==> config.mk <==
export PLATFORM = sky130hd
export DESIGN_NAME = timer2_capture_reload_baud
export DESIGN_NICKNAME = d
export VERILOG_FILES = /design/src/tmr2_pkg.sv /design/src/timer2_capture_reload_baud.sv
export VERILOG_INCLUDE_DIRS = /design/src
export SDC_FILE = /design/constraint.sdc
export NUM_CORES = 1
export LEC_CHECK = 0
export ABC_AREA = 1
export BUFFER_PORTS_ARGS = -buffer_cell sky130_fd_sc_hd__buf_4
export CAP_MARGIN = 20
export CORE_UTILIZATION = 55
export CTS_CLUSTER_DIAMETER = 40
export DETAILED_ROUTE_END_ITERATION = 10
export PLACE_DENSITY = 0.79
export RECOVER_POWER = 25
export SYNTH_ARGS = -nofsm -noshare
export SYNTH_HDL_FRONTEND = slang
export SYNTH_SLANG_ARGS = --single-unit
==> constraint.sdc <==
create_clock -name clk_sys -period 2.3 [get_ports clk_sys]
set_input_delay 0.115 -clock clk_sys [delete_from_list [all_inputs] [get_ports clk_sys]]
set_output_delay 0.115 -clock clk_sys [all_outputs]
set_load 0.1 [all_outputs]
==> src/tmr2_params.svh <==
`ifndef TMR2_PARAMS_SVH
`define TMR2_PARAMS_SVH

// register indices, byte address is four times the index
`define IDX_CTRL       8'hC8
`define IDX_MODE       8'hC9
`define IDX_CAP_LO     8'hCA
`define IDX_CAP_HI     8'hCB
`define IDX_CNT_LO     8'hCC
`define IDX_CNT_HI     8'hCD
`define IDX_CLKCTL     8'h8E
`define IDX_IRQEN      8'hA8

// field positions
`define MODE_DOWN_COUNT_ENABLE_BIT  0
`define MODE_CRST_BIT  3
`define CLKCTL_SPD_BIT 5
`define IRQEN_BIT      5
`define MODE_WR_MASK   8'h09

// reset values
`define CTRL_RST       8'h00
`define MODE_RST       8'h00
`define BYTE_RST       8'h00
`define CNT_ALL_ONES   16'hFFFF
`define CNT_ZERO       16'h0000

// divider limits, in clk_sys cycles per tick
`define DIV_SLOW       4'hC
`define DIV_FAST       4'h4
`define DIV_BAUD       4'h2

`endif

==> src/tmr2_pkg.sv <==
package tmr2_pkg;

  typedef struct packed {
    logic ovf;
    logic ext;
    logic rclk;
    logic transmit_clock_select;
    logic exen;
    logic run;
    logic cts;
    logic cpsel;
  } ctrl_s;

  typedef struct packed {
    logic [7:0] hi;
    logic [7:0] lo;
  } word16_s;

endpackage

==> src/timer2_capture_reload_baud.sv <==
// Overview of operation
// - overflow flag sets when the 16-bit count overflows outside baud generator mode
// - down counting also sets overflow when count equals reload value
// - hardware sets overflow flag only while both clock selects are 0
// - hardware never clears overflow flag; software may set or clear it
// - event flag sets on trigger falling edge or overflow, per mode bits
// - event flag set by trigger edge stays until software clears it
// - software set or trigger edge raises timer interrupt when enabled
// - receive clock select picks timer 1 or own overflow in modes 1, 3
// - transmit clock select picks timer 1 or own overflow in modes 1, 3
// - either clock select forces baud generator mode
// - external enable lets trigger edges capture or reload, else ignored
// - run bit enables counting; clearing it holds the count except on trigger reload or capture reset
// - outside baud generator mode, timer mode counts internal ticks by speed bit; counter mode pin edges
// - baud generator mode advances once every two clocks
// - with a clock select set, reload on every overflow, ignore capture
// - reload mode reloads on overflow and, if enabled, on trigger edge
// - capture mode copies count into capture bytes on trigger edge
// - capture reset bit clears the count after a capture
// - down count enable with trigger level sets direction in reload mode
// - capture bytes take captured count and supply the reload value
//
// The APB slave port was decided locally.
`include "tmr2_params.svh"

module timer2_capture_reload_baud (
  input  wire logic        clk_sys,             // system clock
  input  wire logic        rst,                 // async reset, high
  input  wire logic        psel,                // apb select
  input  wire logic        penable,             // apb enable
  input  wire logic        pwrite,              // apb direction
  input  wire logic [11:0] paddr,               // apb byte address
  input  wire logic [31:0] pwdata,              // apb write data
  output logic      [31:0] prdata,              // apb read data
  output logic             pready,              // apb ready
  output logic             pslverr,             // apb error
  input  wire logic        external_trigger_pin, // trigger pin
  input  wire logic        external_count_pin,  // count pin
  input  wire logic [1:0]  serial_mode,         // serial port mode
  input  wire logic        timer1_overflow,     // timer 1 overflow pulse
  output logic             rx_baud_tick,        // receive baud pulse
  output logic             tx_baud_tick,        // transmit baud pulse
  output logic             timer_irq            // timer interrupt request
);

  ////////////////////////////////////////////////////////////////////////
  // register state

  tmr2_pkg::ctrl_s   ctrl_q;
  logic [7:0]        mode_q;
  tmr2_pkg::word16_s cap_q;
  tmr2_pkg::word16_s cnt_q;
  tmr2_pkg::word16_s cnt_d;
  logic              speed_q;
  logic              irq_en_q;

  ////////////////////////////////////////////////////////////////////////
  // apb decode

  logic        setup;
  logic        acc_wr;
  logic [7:0]  idx;
  logic        hit;
  logic [31:0] rd_d;
  logic        wr_ctrl;
  logic        wr_mode;
  logic        wr_cap_lo;
  logic        wr_cap_hi;
  logic        wr_cnt_lo;
  logic        wr_cnt_hi;
  logic        wr_clk;
  logic        wr_irq;

  assign setup  = psel & ~penable;
  assign acc_wr = psel & penable & pwrite & pready & ~pslverr;
  assign idx    = paddr[9:2];

  always_comb
  begin
    hit  = (paddr[11:10] == 2'h0) && (paddr[1:0] == 2'h0);
    rd_d = 32'h0000_0000;
    unique case (idx)
      `IDX_CTRL:   rd_d[7:0] = ctrl_q;
      `IDX_MODE:   rd_d[7:0] = mode_q;
      `IDX_CAP_LO: rd_d[7:0] = cap_q.lo;
      `IDX_CAP_HI: rd_d[7:0] = cap_q.hi;
      `IDX_CNT_LO: rd_d[7:0] = cnt_q.lo;
      `IDX_CNT_HI: rd_d[7:0] = cnt_q.hi;
      `IDX_CLKCTL: rd_d[`CLKCTL_SPD_BIT] = speed_q;
      `IDX_IRQEN:  rd_d[`IRQEN_BIT] = irq_en_q;
      default:     hit = 1'b0;
    endcase
  end

  assign wr_ctrl   = acc_wr && (idx == `IDX_CTRL);
  assign wr_mode   = acc_wr && (idx == `IDX_MODE);
  assign wr_cap_lo = acc_wr && (idx == `IDX_CAP_LO);
  assign wr_cap_hi = acc_wr && (idx == `IDX_CAP_HI);
  assign wr_cnt_lo = acc_wr && (idx == `IDX_CNT_LO);
  assign wr_cnt_hi = acc_wr && (idx == `IDX_CNT_HI);
  assign wr_clk    = acc_wr && (idx == `IDX_CLKCTL);
  assign wr_irq    = acc_wr && (idx == `IDX_IRQEN);

  // answer one cycle after setup: zero wait states in the access phase
  always_ff @(posedge clk_sys or posedge rst)
  begin
    if (rst)
    begin
      pready  <= 1'b0;
      pslverr <= 1'b0;
      prdata  <= 32'h0000_0000;
    end
    else
    begin
      pready  <= setup;
      pslverr <= setup & ~hit;
      if (setup)
      begin
        prdata <= hit ? rd_d : 32'h0000_0000;
      end
    end
  end

  ////////////////////////////////////////////////////////////////////////
  // pin synchronisers: change counts once second and third stages agree

  logic [1:0] pin_in;
  logic [1:0] pin_lvl_q;
  logic [1:0] pin_fall;

  assign pin_in = {external_count_pin, external_trigger_pin};

  for (genvar g = 0; g < 2; g++)
  begin : g_pin
    logic [2:0] sync_q;
    always_ff @(posedge clk_sys or posedge rst)
    begin
      if (rst)
      begin
        sync_q       <= 3'h7;
        pin_lvl_q[g] <= 1'b1;
      end
      else
      begin
        sync_q <= {sync_q[1:0], pin_in[g]};
        if (sync_q[2] == sync_q[1])
        begin
          pin_lvl_q[g] <= sync_q[2];
        end
      end
    end
    assign pin_fall[g] = pin_lvl_q[g] & ~sync_q[2] & ~sync_q[1];
  end

  ////////////////////////////////////////////////////////////////////////
  // mode decode and tick divider

  logic       baud;
  logic       down_count_enable;
  logic       capres;
  logic       down_mode;
  logic       reload_mode;
  logic       dir_up;
  logic [3:0] div_q;
  logic [3:0] div_lim;
  logic       tick_en;
  logic       cnt_en;

  assign baud        = ctrl_q.rclk | ctrl_q.transmit_clock_select;
  assign down_count_enable        = mode_q[`MODE_DOWN_COUNT_ENABLE_BIT];
  assign capres      = mode_q[`MODE_CRST_BIT];
  assign reload_mode = baud | ~ctrl_q.cpsel;
  assign down_mode   = down_count_enable & ~baud & ~ctrl_q.cpsel;
  assign dir_up      = ~down_mode | pin_lvl_q[0];

  assign div_lim = baud ? `DIV_BAUD : (speed_q ? `DIV_FAST : `DIV_SLOW);

  assign tick_en = (div_q >= div_lim - 4'h1);

  always_ff @(posedge clk_sys or posedge rst)
  begin
    if (rst)
    begin
      div_q <= 4'h0;
    end
    else
    begin
      div_q <= tick_en ? 4'h0 : div_q + 4'h1;
    end
  end

  assign cnt_en = ctrl_q.run & ((baud | ~ctrl_q.cts) ? tick_en : pin_fall[1]);

  ////////////////////////////////////////////////////////////////////////
  // counting, overflow, capture and reload

  logic [15:0] cnt16;
  logic [15:0] cap16;
  logic        up_ovf;
  logic        dn_ovf;
  logic        ovf_evt;
  logic        baud_ovf;
  logic        trg_evt;
  logic        cap_evt;
  logic        rld_evt;

  assign cnt16    = cnt_q;
  assign cap16    = cap_q;
  assign up_ovf   = cnt_en & dir_up & (cnt16 == `CNT_ALL_ONES);
  assign dn_ovf   = cnt_en & ~dir_up & (cnt16 == cap16);
  assign ovf_evt  = up_ovf | dn_ovf;
  assign baud_ovf = ovf_evt & baud;
  assign trg_evt  = pin_fall[0] & ctrl_q.exen & ~baud & ~down_mode;
  assign cap_evt  = trg_evt & ctrl_q.cpsel;
  assign rld_evt  = trg_evt & ~ctrl_q.cpsel;

  always_comb
  begin
    cnt_d = cnt16;
    if (cnt_en)
    begin
      if (dir_up)
      begin
        cnt_d = (up_ovf & reload_mode) ? cap16 : cnt16 + 16'h0001;
      end
      else
      begin
        cnt_d = dn_ovf ? `CNT_ALL_ONES : cnt16 - 16'h0001;
      end
    end
    if (rld_evt)
    begin
      cnt_d = cap16;
    end
    if (cap_evt & capres)
    begin
      cnt_d = `CNT_ZERO;
    end
  end

  // software writes to a count byte take precedence over counting
  always_ff @(posedge clk_sys or posedge rst)
  begin
    if (rst)
    begin
      cnt_q <= `CNT_ZERO;
    end
    else
    begin
      cnt_q.lo <= wr_cnt_lo ? pwdata[7:0] : cnt_d.lo;
      cnt_q.hi <= wr_cnt_hi ? pwdata[7:0] : cnt_d.hi;
    end
  end

  always_ff @(posedge clk_sys or posedge rst)
  begin
    if (rst)
    begin
      cap_q <= `CNT_ZERO;
    end
    else if (cap_evt)
    begin
      cap_q <= cnt16;
    end
    else
    begin
      if (wr_cap_lo)
      begin
        cap_q.lo <= pwdata[7:0];
      end
      if (wr_cap_hi)
      begin
        cap_q.hi <= pwdata[7:0];
      end
    end
  end

  ////////////////////////////////////////////////////////////////////////
  // control, mode and flags; a hardware set wins over a software clear

  always_ff @(posedge clk_sys or posedge rst)
  begin
    if (rst)
    begin
      ctrl_q <= `CTRL_RST;
    end
    else
    begin
      if (wr_ctrl)
      begin
        ctrl_q <= pwdata[7:0];
      end
      if (ovf_evt & ~baud)
      begin
        ctrl_q.ovf <= 1'b1;
      end
      if (trg_evt | (ovf_evt & down_count_enable & ~baud))
      begin
        ctrl_q.ext <= 1'b1;
      end
    end
  end

  always_ff @(posedge clk_sys or posedge rst)
  begin
    if (rst)
    begin
      mode_q   <= `MODE_RST;
      speed_q  <= 1'b0;
      irq_en_q <= 1'b0;
    end
    else
    begin
      if (wr_mode)
      begin
        mode_q <= pwdata[7:0] & `MODE_WR_MASK;
      end
      if (wr_clk)
      begin
        speed_q <= pwdata[`CLKCTL_SPD_BIT];
      end
      if (wr_irq)
      begin
        irq_en_q <= pwdata[`IRQEN_BIT];
      end
    end
  end

  ////////////////////////////////////////////////////////////////////////
  // serial baud ticks and interrupt request

  always_ff @(posedge clk_sys or posedge rst)
  begin
    if (rst)
    begin
      rx_baud_tick <= 1'b0;
      tx_baud_tick <= 1'b0;
      timer_irq    <= 1'b0;
    end
    else
    begin
      rx_baud_tick <= serial_mode[0] & (ctrl_q.rclk ? baud_ovf : timer1_overflow);
      tx_baud_tick <= serial_mode[0] & (ctrl_q.transmit_clock_select ? baud_ovf : timer1_overflow);
      timer_irq    <= irq_en_q & (ctrl_q.ovf | ctrl_q.ext);
    end
  end
endmodule

==> results of run 1 <==
Yosys cell counts (4+ instances only):
master    instances  area [um2]
nor2_2            7       43.79
nand4_1          11       68.82
nor3_1            8       40.04
nand2_1         179       671.9
buf_4            31       232.7
xnor2_1           7       61.31
inv_2             8       30.03
o22ai_1           8       50.05
nand3_2           5       50.05
nor2_4            5       56.30
nand2_4           5       56.30
xor2_1           23       201.4
dfrtp_1          61        1526
nor2_1           92       345.3
a21oi_1          51       255.2
nand3_1          40       200.2
inv_1            78       292.8
o221ai_1          9       78.83
nand2_2           5       31.28
dfstp_2           8       210.2
o21ai_1           6       30.03
buf_2            10       50.05
o211ai_1          5       37.54
o21ai_0          48       240.2
ha_1              4       50.05
per-stage QoR:
step                worst slack (ns)  power (mW)  cell area, um2
floorplan                     0.1641       2.309            5330
global placement              0.1927       2.594            5809
detailed placement            0.1149       2.633            5809
CTS                          0.08984       3.594            6033
global route               0.0008848       3.804            6048
finish                       0.09989       3.626            6048
kinds of logic (layout without fill, tap and decap cells):
logic type	count (synthesis)	in the layout	synth area share
and+or+nand+nor	373	373	0.3356
AOI/OAI and AO/OA	137	137	0.1487
other	1	24	0.0007153
DFF	69	69	0.3313
xor gates and xnor gates	30	30	0.05012
adders and majority gates	5	5	0.01146
buffers and inverters	132	190	0.1203
muxes	1	1	0.001909
layout make-up:
cell class,count,area (um2)
multi-input cells,570,2977
well taps,129,161.4
flip-flops and latches,69,1738
fillers,842,3192
inverters,89,340.3
repair buffers,85,648.1
clock inverters,5,52.55
clock buffers,11,131.4
power breakdown:
group          switching [mW]  internal (mW)  total (mW)  leakage (nW)
Sequential             0.0932           1.30        1.39         0.837
Combinational           0.881          0.386        1.27          2.02
Clock                   0.468          0.496       0.965        0.0931
cells in the final DEF (no fill, tap or decap), types with 4 or more instances in the layout:
cell type,netlist,final
xor2_1,23,23
ha_1,4,4
o221ai_1,9,9
nand2_4,5,5
dfrtp_1,61,60
xnor2_1,7,6
nand3_1,40,40
inv_1,78,77
nor2_4,5,5
nand2_2,5,5
nor2_1,92,92
nand4_1,11,11
inv_2,8,9
clkinv_2,1,4
nand3_2,5,4
dlygate4sd3_1,0,4
nor2_2,7,7
nand2_1,179,179
buf_4,31,77
o22ai_1,8,8
o21ai_0,48,48
a21oi_1,51,51
clkbuf_4,0,4
conb_1,1,24
nor3_1,8,8
o211ai_1,5,5
o21ai_1,6,6
clkbuf_8,0,9
dfstp_2,8,6
what timing repair did:
action	in CTS	in global routing
hold buffers	4	0
setup endpoints to repair	0	12
gates resized for setup	0	3
hold endpoints to repair	22	0
worst min path at each step:
stage | cells after the start | end
after floorplan | 0 | g_pin[0].sync_q[0]
after global placement | 2 | cnt16[3]
after detailed placement | 1 | g_pin[0].sync_q[0]
after CTS | 3 | rx_baud_tick
after global routing | 3 | rx_baud_tick
final | 3 | rx_baud_tick
per-layer routing:
layer,vias up,GRT usage,wire length (um)
met3,67,0.08503,1844
met1,2541,0.4982,7019
li1,2539,-,-
met4,0,0.1810,811
met2,338,0.6175,8335
met5,-,0,0
critical path: stages, from the launching register on:
cell,delay [ns]
dfrtp_1,0.45
ha_1,0.21
nand2_1,0.07
nor2_2,0.21
nand3_2,0.12
nor2_2,0.18
nand4_4,0.17
nand2_1,0.35
a21oi_1,0.14
nand2_1,0.10
a21oi_1,0.07
state kept, by name, indices dropped and copies added, names as in the netlist, 2 cells and up:
| name | count |
|---|---|
| g_pin.sync_q | 6 |
| cap16 | 16 |
| pin_lvl_q | 2 |
| mode_q | 2 |
| prdata | 8 |
| cnt16 | 16 |
| div_q | 4 |
| ctrl_q | 8 |
==> results_dict.tcl, run 1 <==
set metrics [dict create \
    vias 5485 \
    gr-total-overflow 0 \
    finalMaxSlewViolations 0 \
    cp.arrival_ns 2.43 \
    hpwlAfterDp_mm 14.41 \
    max_freq_ghz 0.4545 \
    drv_cap 0 \
    worst_setup_path_start_kind "register" \
    synth_area_um2 5243 \
    clk_path_buf_depth 2 \
    yosysSeqAreaShare 0.3313 \
    antenna_found_initial 0 \
    grt_max_degree 30 \
    wl_mm 18.01 \
    start_util 0.5674 \
    tightest_slew_ns 1.157 \
    first_iter_violations 641 \
    via_per_inst 5.725 \
    drtAntennaViolNets 0 \
    port_buffers 41 \
    grt_pass1_vias 5257 \
    io_pins 91 \
    crit_start "cnt16[0]" \
    worstSetupPathType "reg2reg" \
    rows 35 \
    drc 0 \
    core-area_um2 9240 \
    grt_pass1_wl_mm 28.35 \
    utilization 0.6546 \
    min_from "timer1_overflow" \
    crit_path_max_fanout 11 \
    instances_no_fill 958 \
    end_kind "register" \
    dieArea_um2 9926 \
    postCtsSetupRepairBufs 0 \
    setup-tns-final_ns 0 \
    syn_area_per_cell_um2 7.009 \
    cts_sinks 69 \
    dp_cells 938 \
    p_leak_nw 2.952 \
    layout-drive-gt1-share 0.1846 \
    root_buffer "clkbuf_8" \
    synthArstFlopShare 1.000 \
    antenna_cells 0 \
    setup_viol 0 \
    syn_to_final_growth_pct 15.37 \
    insertion_delay_ns 0.35 \
    yosys_register_bits 69 \
    synth.distinct_cells 49 \
    cts_buffers 9 \
    timing.rr.end "cnt16[12]" \
    slew_headroom 0.2278 \
    status "finished, final reports clean" \
    cts_max_level 3 \
    firstDrtPassIters 5 \
    wl_per_cell_um 18.80 \
    synth_edf_count 0 \
    reg2regPathDepth 10 \
    rr_startpoint "cnt16[0]" \
    worstPathRequired_ns 2.53 \
    rsz0062_at_grt "false" \
    tritoncts "built" \
    vdd_drop_max_uv 538.1 \
    ys.flop_type "dfrtp_1" \
    grt_usage 0.3856 \
    fin_crit_sh 0.9566 \
    clk_transition_reported_paths_ns 0.08 \
    reg2reg_setup_slack_ns 0.1 \
    period_minus_slack_ns 2.200 \
    die_w_um 99.63 \
    syn_inst 748 \
    hold_viol_final 0 \
    endpoint "cnt16[12]" \
    worst_hold_slack_ns 0.008164 \
    nets 882 \
    routabilityCongestion 1.016 \
    pwr_density_cell_nw_per_um2 599.5 \
    hp-class "in2reg" \
    die_h_um 99.63 \
    yosys_warnings 0 \
    skew_ns 0.01478 \
]
No activity file was read; power rests on OpenSTA's default activity.
==> inputs of run 2 (changes only) <==
CORE_ASPECT_RATIO = 1.2   (was unset)
==> run 2 against run 1 <==
  * Sequential share of layout area decreased by 0.33 points
  * Die area about the same
  * Flip-flop and latch count unchanged
  * Cell count decreased by 0.21%
  * First-iteration DRC count decreased by 23%
  * Global-route usage increased by 0.19 points
  * Utilization increased by 1.7 points
  * Clock power increased by 6%
  * Fmax increased by 2.6%
  * Combinational power about the same
  * Critical path depth increased by 3
  * Critical path type unchanged
  * Critical endpoint unchanged
==> results_dict.tcl, run 2 (synthesized netlist as in run 1, its figures left out) <==
set metrics [dict create \
    cts_buffers 9 \
    hp-class "in2reg" \
    layout-drive-gt1-share 0.1914 \
    tritoncts "built" \
    p_leak_nw 2.985 \
    grt_max_degree 32 \
    crit_path_max_fanout 8 \
    clk_transition_reported_paths_ns 0.08 \
    wl_per_cell_um 19.06 \
    syn_to_final_growth_pct 16.90 \
    hold_viol_final 0 \
    worstSetupPathType "reg2reg" \
    root_buffer "clkbuf_8" \
    vdd_drop_max_uv 927.6 \
    wl_mm 18.22 \
    min_from "psel" \
    dpl_worst_slack_ns 0.1453 \
    drtAntennaViolNets 0 \
    period_minus_slack_ns 2.144 \
    setup_viol 0 \
    io_pins 91 \
    antenna_cells 0 \
    antenna_found_initial 0 \
    tightest_slew_ns 1.064 \
    start_util 0.5743 \
    worst_setup_path_start_kind "register" \
    worstPathRequired_ns 2.56 \
    via_per_inst 5.675 \
    multiInputGateArea_um2 2978 \
    crit_start "ctrl_q[4]" \
    fill_cells 837 \
    die_h_um 109.0 \
    slew_headroom 0.2896 \
    rows 38 \
    status "finished, final reports clean" \
    insertion_delay_ns 0.36 \
    p_total_mw 3.687 \
    first_iter_violations 491 \
    max_freq_ghz 0.4663 \
    end_kind "register" \
    worst_slack_ns 0.1556 \
    hpwlAfterDp_mm 14.38 \
    finalMaxSlewViolations 0 \
    routabilityCongestion 0.9599 \
    reg2regPathDepth 13 \
    clk_path_buf_depth 2 \
    layout_common_cells "179 x nand2_1, 92 x nor2_1, 81 x buf_4" \
    firstDrtPassIters 6 \
    final_common_cell "nand2_1" \
    drv_cap 0 \
    skew_ns 0.01162 \
    grt_pass1_wl_mm 28.50 \
    cts_max_level 3 \
    path_common_cell "nand2_1" \
    die_w_um 91.13 \
    gr-total-overflow 0 \
    cp.arrival_ns 2.40 \
    drc 0 \
    pwr_density_cell_nw_per_um2 601.7 \
    ff_latch_area_um2 1740 \
    worst_hold_slack_ns 0.009041 \
    fin_crit_sh 0.9323 \
    crit_path_top_delay_cell "dfrtp_1" \
    dieArea_um2 9928 \
    critPathMaxStageDelay_ns 0.41 \
    crit_path_cell_trace "nor2_4 -> nand2_1 -> ha_1 -> nand2_2 -> nand3_2 -> nand2_8 -> inv_4 -> nand2_4 -> nand2_4 -> o21ai_1 -> nand2_1 -> nand2_1 -> a21oi_1" \
    port_buffers 41 \
    holdPathStages 3 \
    nets 889 \
    cts_sinks 69 \
    grt_usage 0.3875 \
    grt_pass1_vias 5359 \
    core-area_um2 9129 \
    rr_startpoint "ctrl_q[4]" \
    vias 5425 \
]
==> run 2: final timing paths <==
kind	endpoint	slack (ns)
worst min register to register	g_pin[0].sync_q[1]	0.36
worst max-delay path	cnt16[12]	0.16
max in group asynchronous	pready	0.94
worst max register to register	cnt16[12]	0.16
worst min-delay path	pready	0.009
min in group asynchronous	ctrl_q[6]	0.58
==> run 2: timing repair <==
action,CTS,global route
buffers inserted,0,0
hold endpoints to repair,26,0
setup endpoints to repair,0,8
resized for setup,0,5
hold buffers,6,0
==> run 2: critical path: cells and delay by family, from the launching register on <==
kind,cells,cell delay (ns)
and+or+nand+nor,9,1.01
DFF,1,0.41
adders and majority gates,1,0.30
AOI/OAI and AO/OA,2,0.24
buffers and inverters,1,0.07
==> run 2: cell type report <==
class / instances / share of cell area
Clock inverter: 5 / 0.009800
Multi-Input combinational cell: 570 / 0.4859
Inverter: 89 / 0.05553
Timing Repair Buffer: 92 / 0.1172
Sequential cell: 69 / 0.2840
Clock buffer: 11 / 0.02307
Tap cell: 120 / 0.02450
==> run 2: where the power goes <==
part           leakage, nW  switching [mW]  internal (mW)  total, mW
Sequential           0.834           0.108           1.30       1.41
Clock               0.0995           0.487          0.532       1.02
Combinational         2.05           0.873          0.386       1.26
Total                 2.99            1.47           2.22       3.69
==> run 2: routing by layer <==
layer / up-vias / track usage / part of all wire
li1: 2560 / - / -
met1: 2482 / 0.4440 / 0.37
met2: 309 / 0.6797 / 0.50
met3: 74 / 0.07183 / 0.072
met4: 0 / 0.2290 / 0.060
met5: - / 0 / 0
==> run 2: metrics by stage <==
step / utilization / instances / instance area, um2 / setup TNS, ns
after global routing: 0.6713 / 956 / 6128 / -0.006065
final: 0.6713 / 956 / 6128 / 0
after global placement: 0.6406 / 934 / 5848 / 0
after detailed placement: 0.6406 / 934 / 5848 / 0
after CTS: 0.6693 / 956 / 6110 / 0
after floorplan: - / 771 / 5330 / 0
==> inputs of run 3 (changes only) <==
CORE_UTILIZATION = 45   (was 55)
PLACE_DENSITY = 0.66   (was 0.79)
==> run 3 against run 2 <==
  * Total power grew 13%
  * Clock skew is 0.0052 ns lower
  * Clock power rose by 50%
  * Clock-buffer cell count is 2 lower
  * Fmax decreased by 1.4%
  * Die area rose by 22%
  * Utilization shrank 10 points
  * Worst setup slack worse by 0.030 ns
  * Global-route usage decreased by 6.6 points
  * Flip-flop and latch count stayed put
  * Sequential share of layout area decreased by 1.2 points
  * Critical endpoint is now cnt16[10]
==> results_dict.tcl, run 3 (synthesized netlist as in run 1, its figures left out) <==
set metrics [dict create \
    p_comb_frac 0.292 \
    busiest_layer "met2" \
    layout_common_cells "179 x nand2_1, 92 x nor2_1, 87 x buf_4" \
    clk_transition_reported_paths_ns 0.06 \
    gr-total-overflow 0 \
    reg2reg_setup_slack_ns 0.13 \
    pwr_density_cell_nw_per_um2 653.2 \
    io_pins 91 \
    worst_hold_slack_ns 0.01505 \
    setup-tns-final_ns 0 \
    vdd_drop_max_uv 624.6 \
    drv_cap 0 \
    end_kind "register" \
    cts_sinks 69 \
    tritoncts "built" \
    core-area_um2 11190 \
    p_total_mw 4.168 \
    p_sw_mw 1.506 \
    cts_buffers 9 \
    rows 42 \
    hold_viol_final 0 \
    syn_to_final_growth_pct 21.72 \
    reg2regPathDepth 12 \
    drtAntennaViolNets 0 \
    grt_pass1_vias 5084 \
    worstSetupPathType "reg2reg" \
    cts_max_level 3 \
    grt_max_degree 46 \
    use_met3 0.03584 \
    drc 0 \
    hpwlAfterDp_mm 14.92 \
    utilization 0.5701 \
    rsz0062_at_grt "true" \
    antenna_found_initial 0 \
    nets 898 \
    cp.arrival_ns 2.43 \
    dp_cells 978 \
    period_minus_slack_ns 2.174 \
    fin_crit_sh 0.9453 \
    start_util 0.4684 \
    clock_power_share 0.368 \
    die_h_um 120.2 \
    firstDrtPassIters 5 \
    instances_no_fill 999 \
    via_per_inst 5.361 \
    p_leak_nw 3.090 \
    layout-drive-gt1-share 0.2000 \
    clk_path_buf_depth 2 \
    grt_usage 0.3216 \
    root_buffer "clkbuf_16" \
    crit_start "ctrl_q[4]" \
    antenna_cells 0 \
    wl_per_cell_um 18.38 \
    port_buffers 41 \
    wl_mm 18.36 \
    sw_frac_of_total 0.3614 \
    hp-class "in2reg" \
    power.internal_mw 2.662 \
    skew_ns 0.006458 \
    vias 5356 \
    slew_headroom 0.2208 \
    gr-usage-met2 0.5415 \
    routabilityCongestion 0.9752 \
    grt_use_met1 0.4025 \
    insertion_delay_ns 0.34 \
    dieArea_um2 12090 \
    grt_pass1_wl_mm 28.52 \
    die_w_um 100.5 \
    max_freq_ghz 0.4600 \
    tightest_slew_ns 1.174 \
    fill_cells 1102 \
    crit_path_max_fanout 7 \
    rr_startpoint "ctrl_q[4]" \
    status "finished, final reports clean" \
    worst_setup_path_start_kind "register" \
    finalMaxSlewViolations 0 \
    pwr-share-seq 0.340 \
    final_common_cell "nand2_1" \
    timing.rr.end "cnt16[10]" \
    endpoint "cnt16[10]" \
    first_iter_violations 441 \
    setup_viol 0 \
    worstPathRequired_ns 2.56 \
]
run 3: cell type report:
type / count / area (um2) / area share
timing repair buffer: 101 / 794.5 / 0.1245
multi-input combinational: 570 / 2985 / 0.4678
sequential: 69 / 1738 / 0.2724
inverter: 89 / 340.3 / 0.05333
clock buffer: 9 / 225.2 / 0.03529
clock inverter: 7 / 105.1 / 0.01647
tap: 154 / 192.7 / 0.03020
run 3: worst max-delay path: stages (launching register included):
cell and delay, ns:
dfrtp_1 0.41, nor2_4 0.11, nand2_1 0.07, ha_1 0.28, nand2_2 0.08, nand3_2 0.19, nand2_8 0.14, inv_4 0.05
buf_4 0.14, nor3_4 0.22, buf_4 0.18, a21oi_1 0.05, a21oi_1 0.16
run 3: worst min-delay path by stage:
stage,startpoint,end,depth (start not counted),slack (ns)
2_1_floorplan,external_trigger_pin,g_pin[0].sync_q[0],0,0.12
3_3_place_gp,rst,div_q[1],2,0.20
3_5_place_dp,rst,div_q[2],2,0.21
4_1_cts,timer1_overflow,rx_baud_tick,3,0.01
5_1_grt,timer1_overflow,tx_baud_tick,3,0.04
6_report,timer1_overflow,rx_baud_tick,3,0.02
run 3: layer usage:
metal,wire [um],up-vias,share of wire
li1,-,2570,-
met1,7315,2518,0.40
met2,8965,215,0.49
met3,1003,53,0.055
met4,1075,0,0.059
met5,0,-,0
run 3: power groups by stage:
stage / clock network [mW] / logic (mW) / registers, mW
6_report: 1.53 / 1.22 / 1.42
5_1_grt: 1.60 / 1.35 / 1.43
4_1_cts: 1.55 / 1.20 / 1.41
3_5_place_dp: 0 / 1.19 / 1.43
3_3_place_gp: 0 / 1.18 / 1.43
2_1_floorplan: 0 / 0.910 / 1.40
run 3: stage by stage:
stage               setup WS, ns  instance area, um2
floorplan                 0.1641                5330
global placement          0.1180                5978
detailed placement       0.07832                5978
CTS                      0.07749                6349
global route           -0.007420                6381
finish                    0.1259                6381
run 3: repair_timing:
item | in CTS | in global routing
gates resized for setup | 0 | 5
hold buffers | 4 | 0
endpoints found under the setup margin | 0 | 8
endpoints found under the hold margin | 23 | 0
setup buffers | 0 | 1
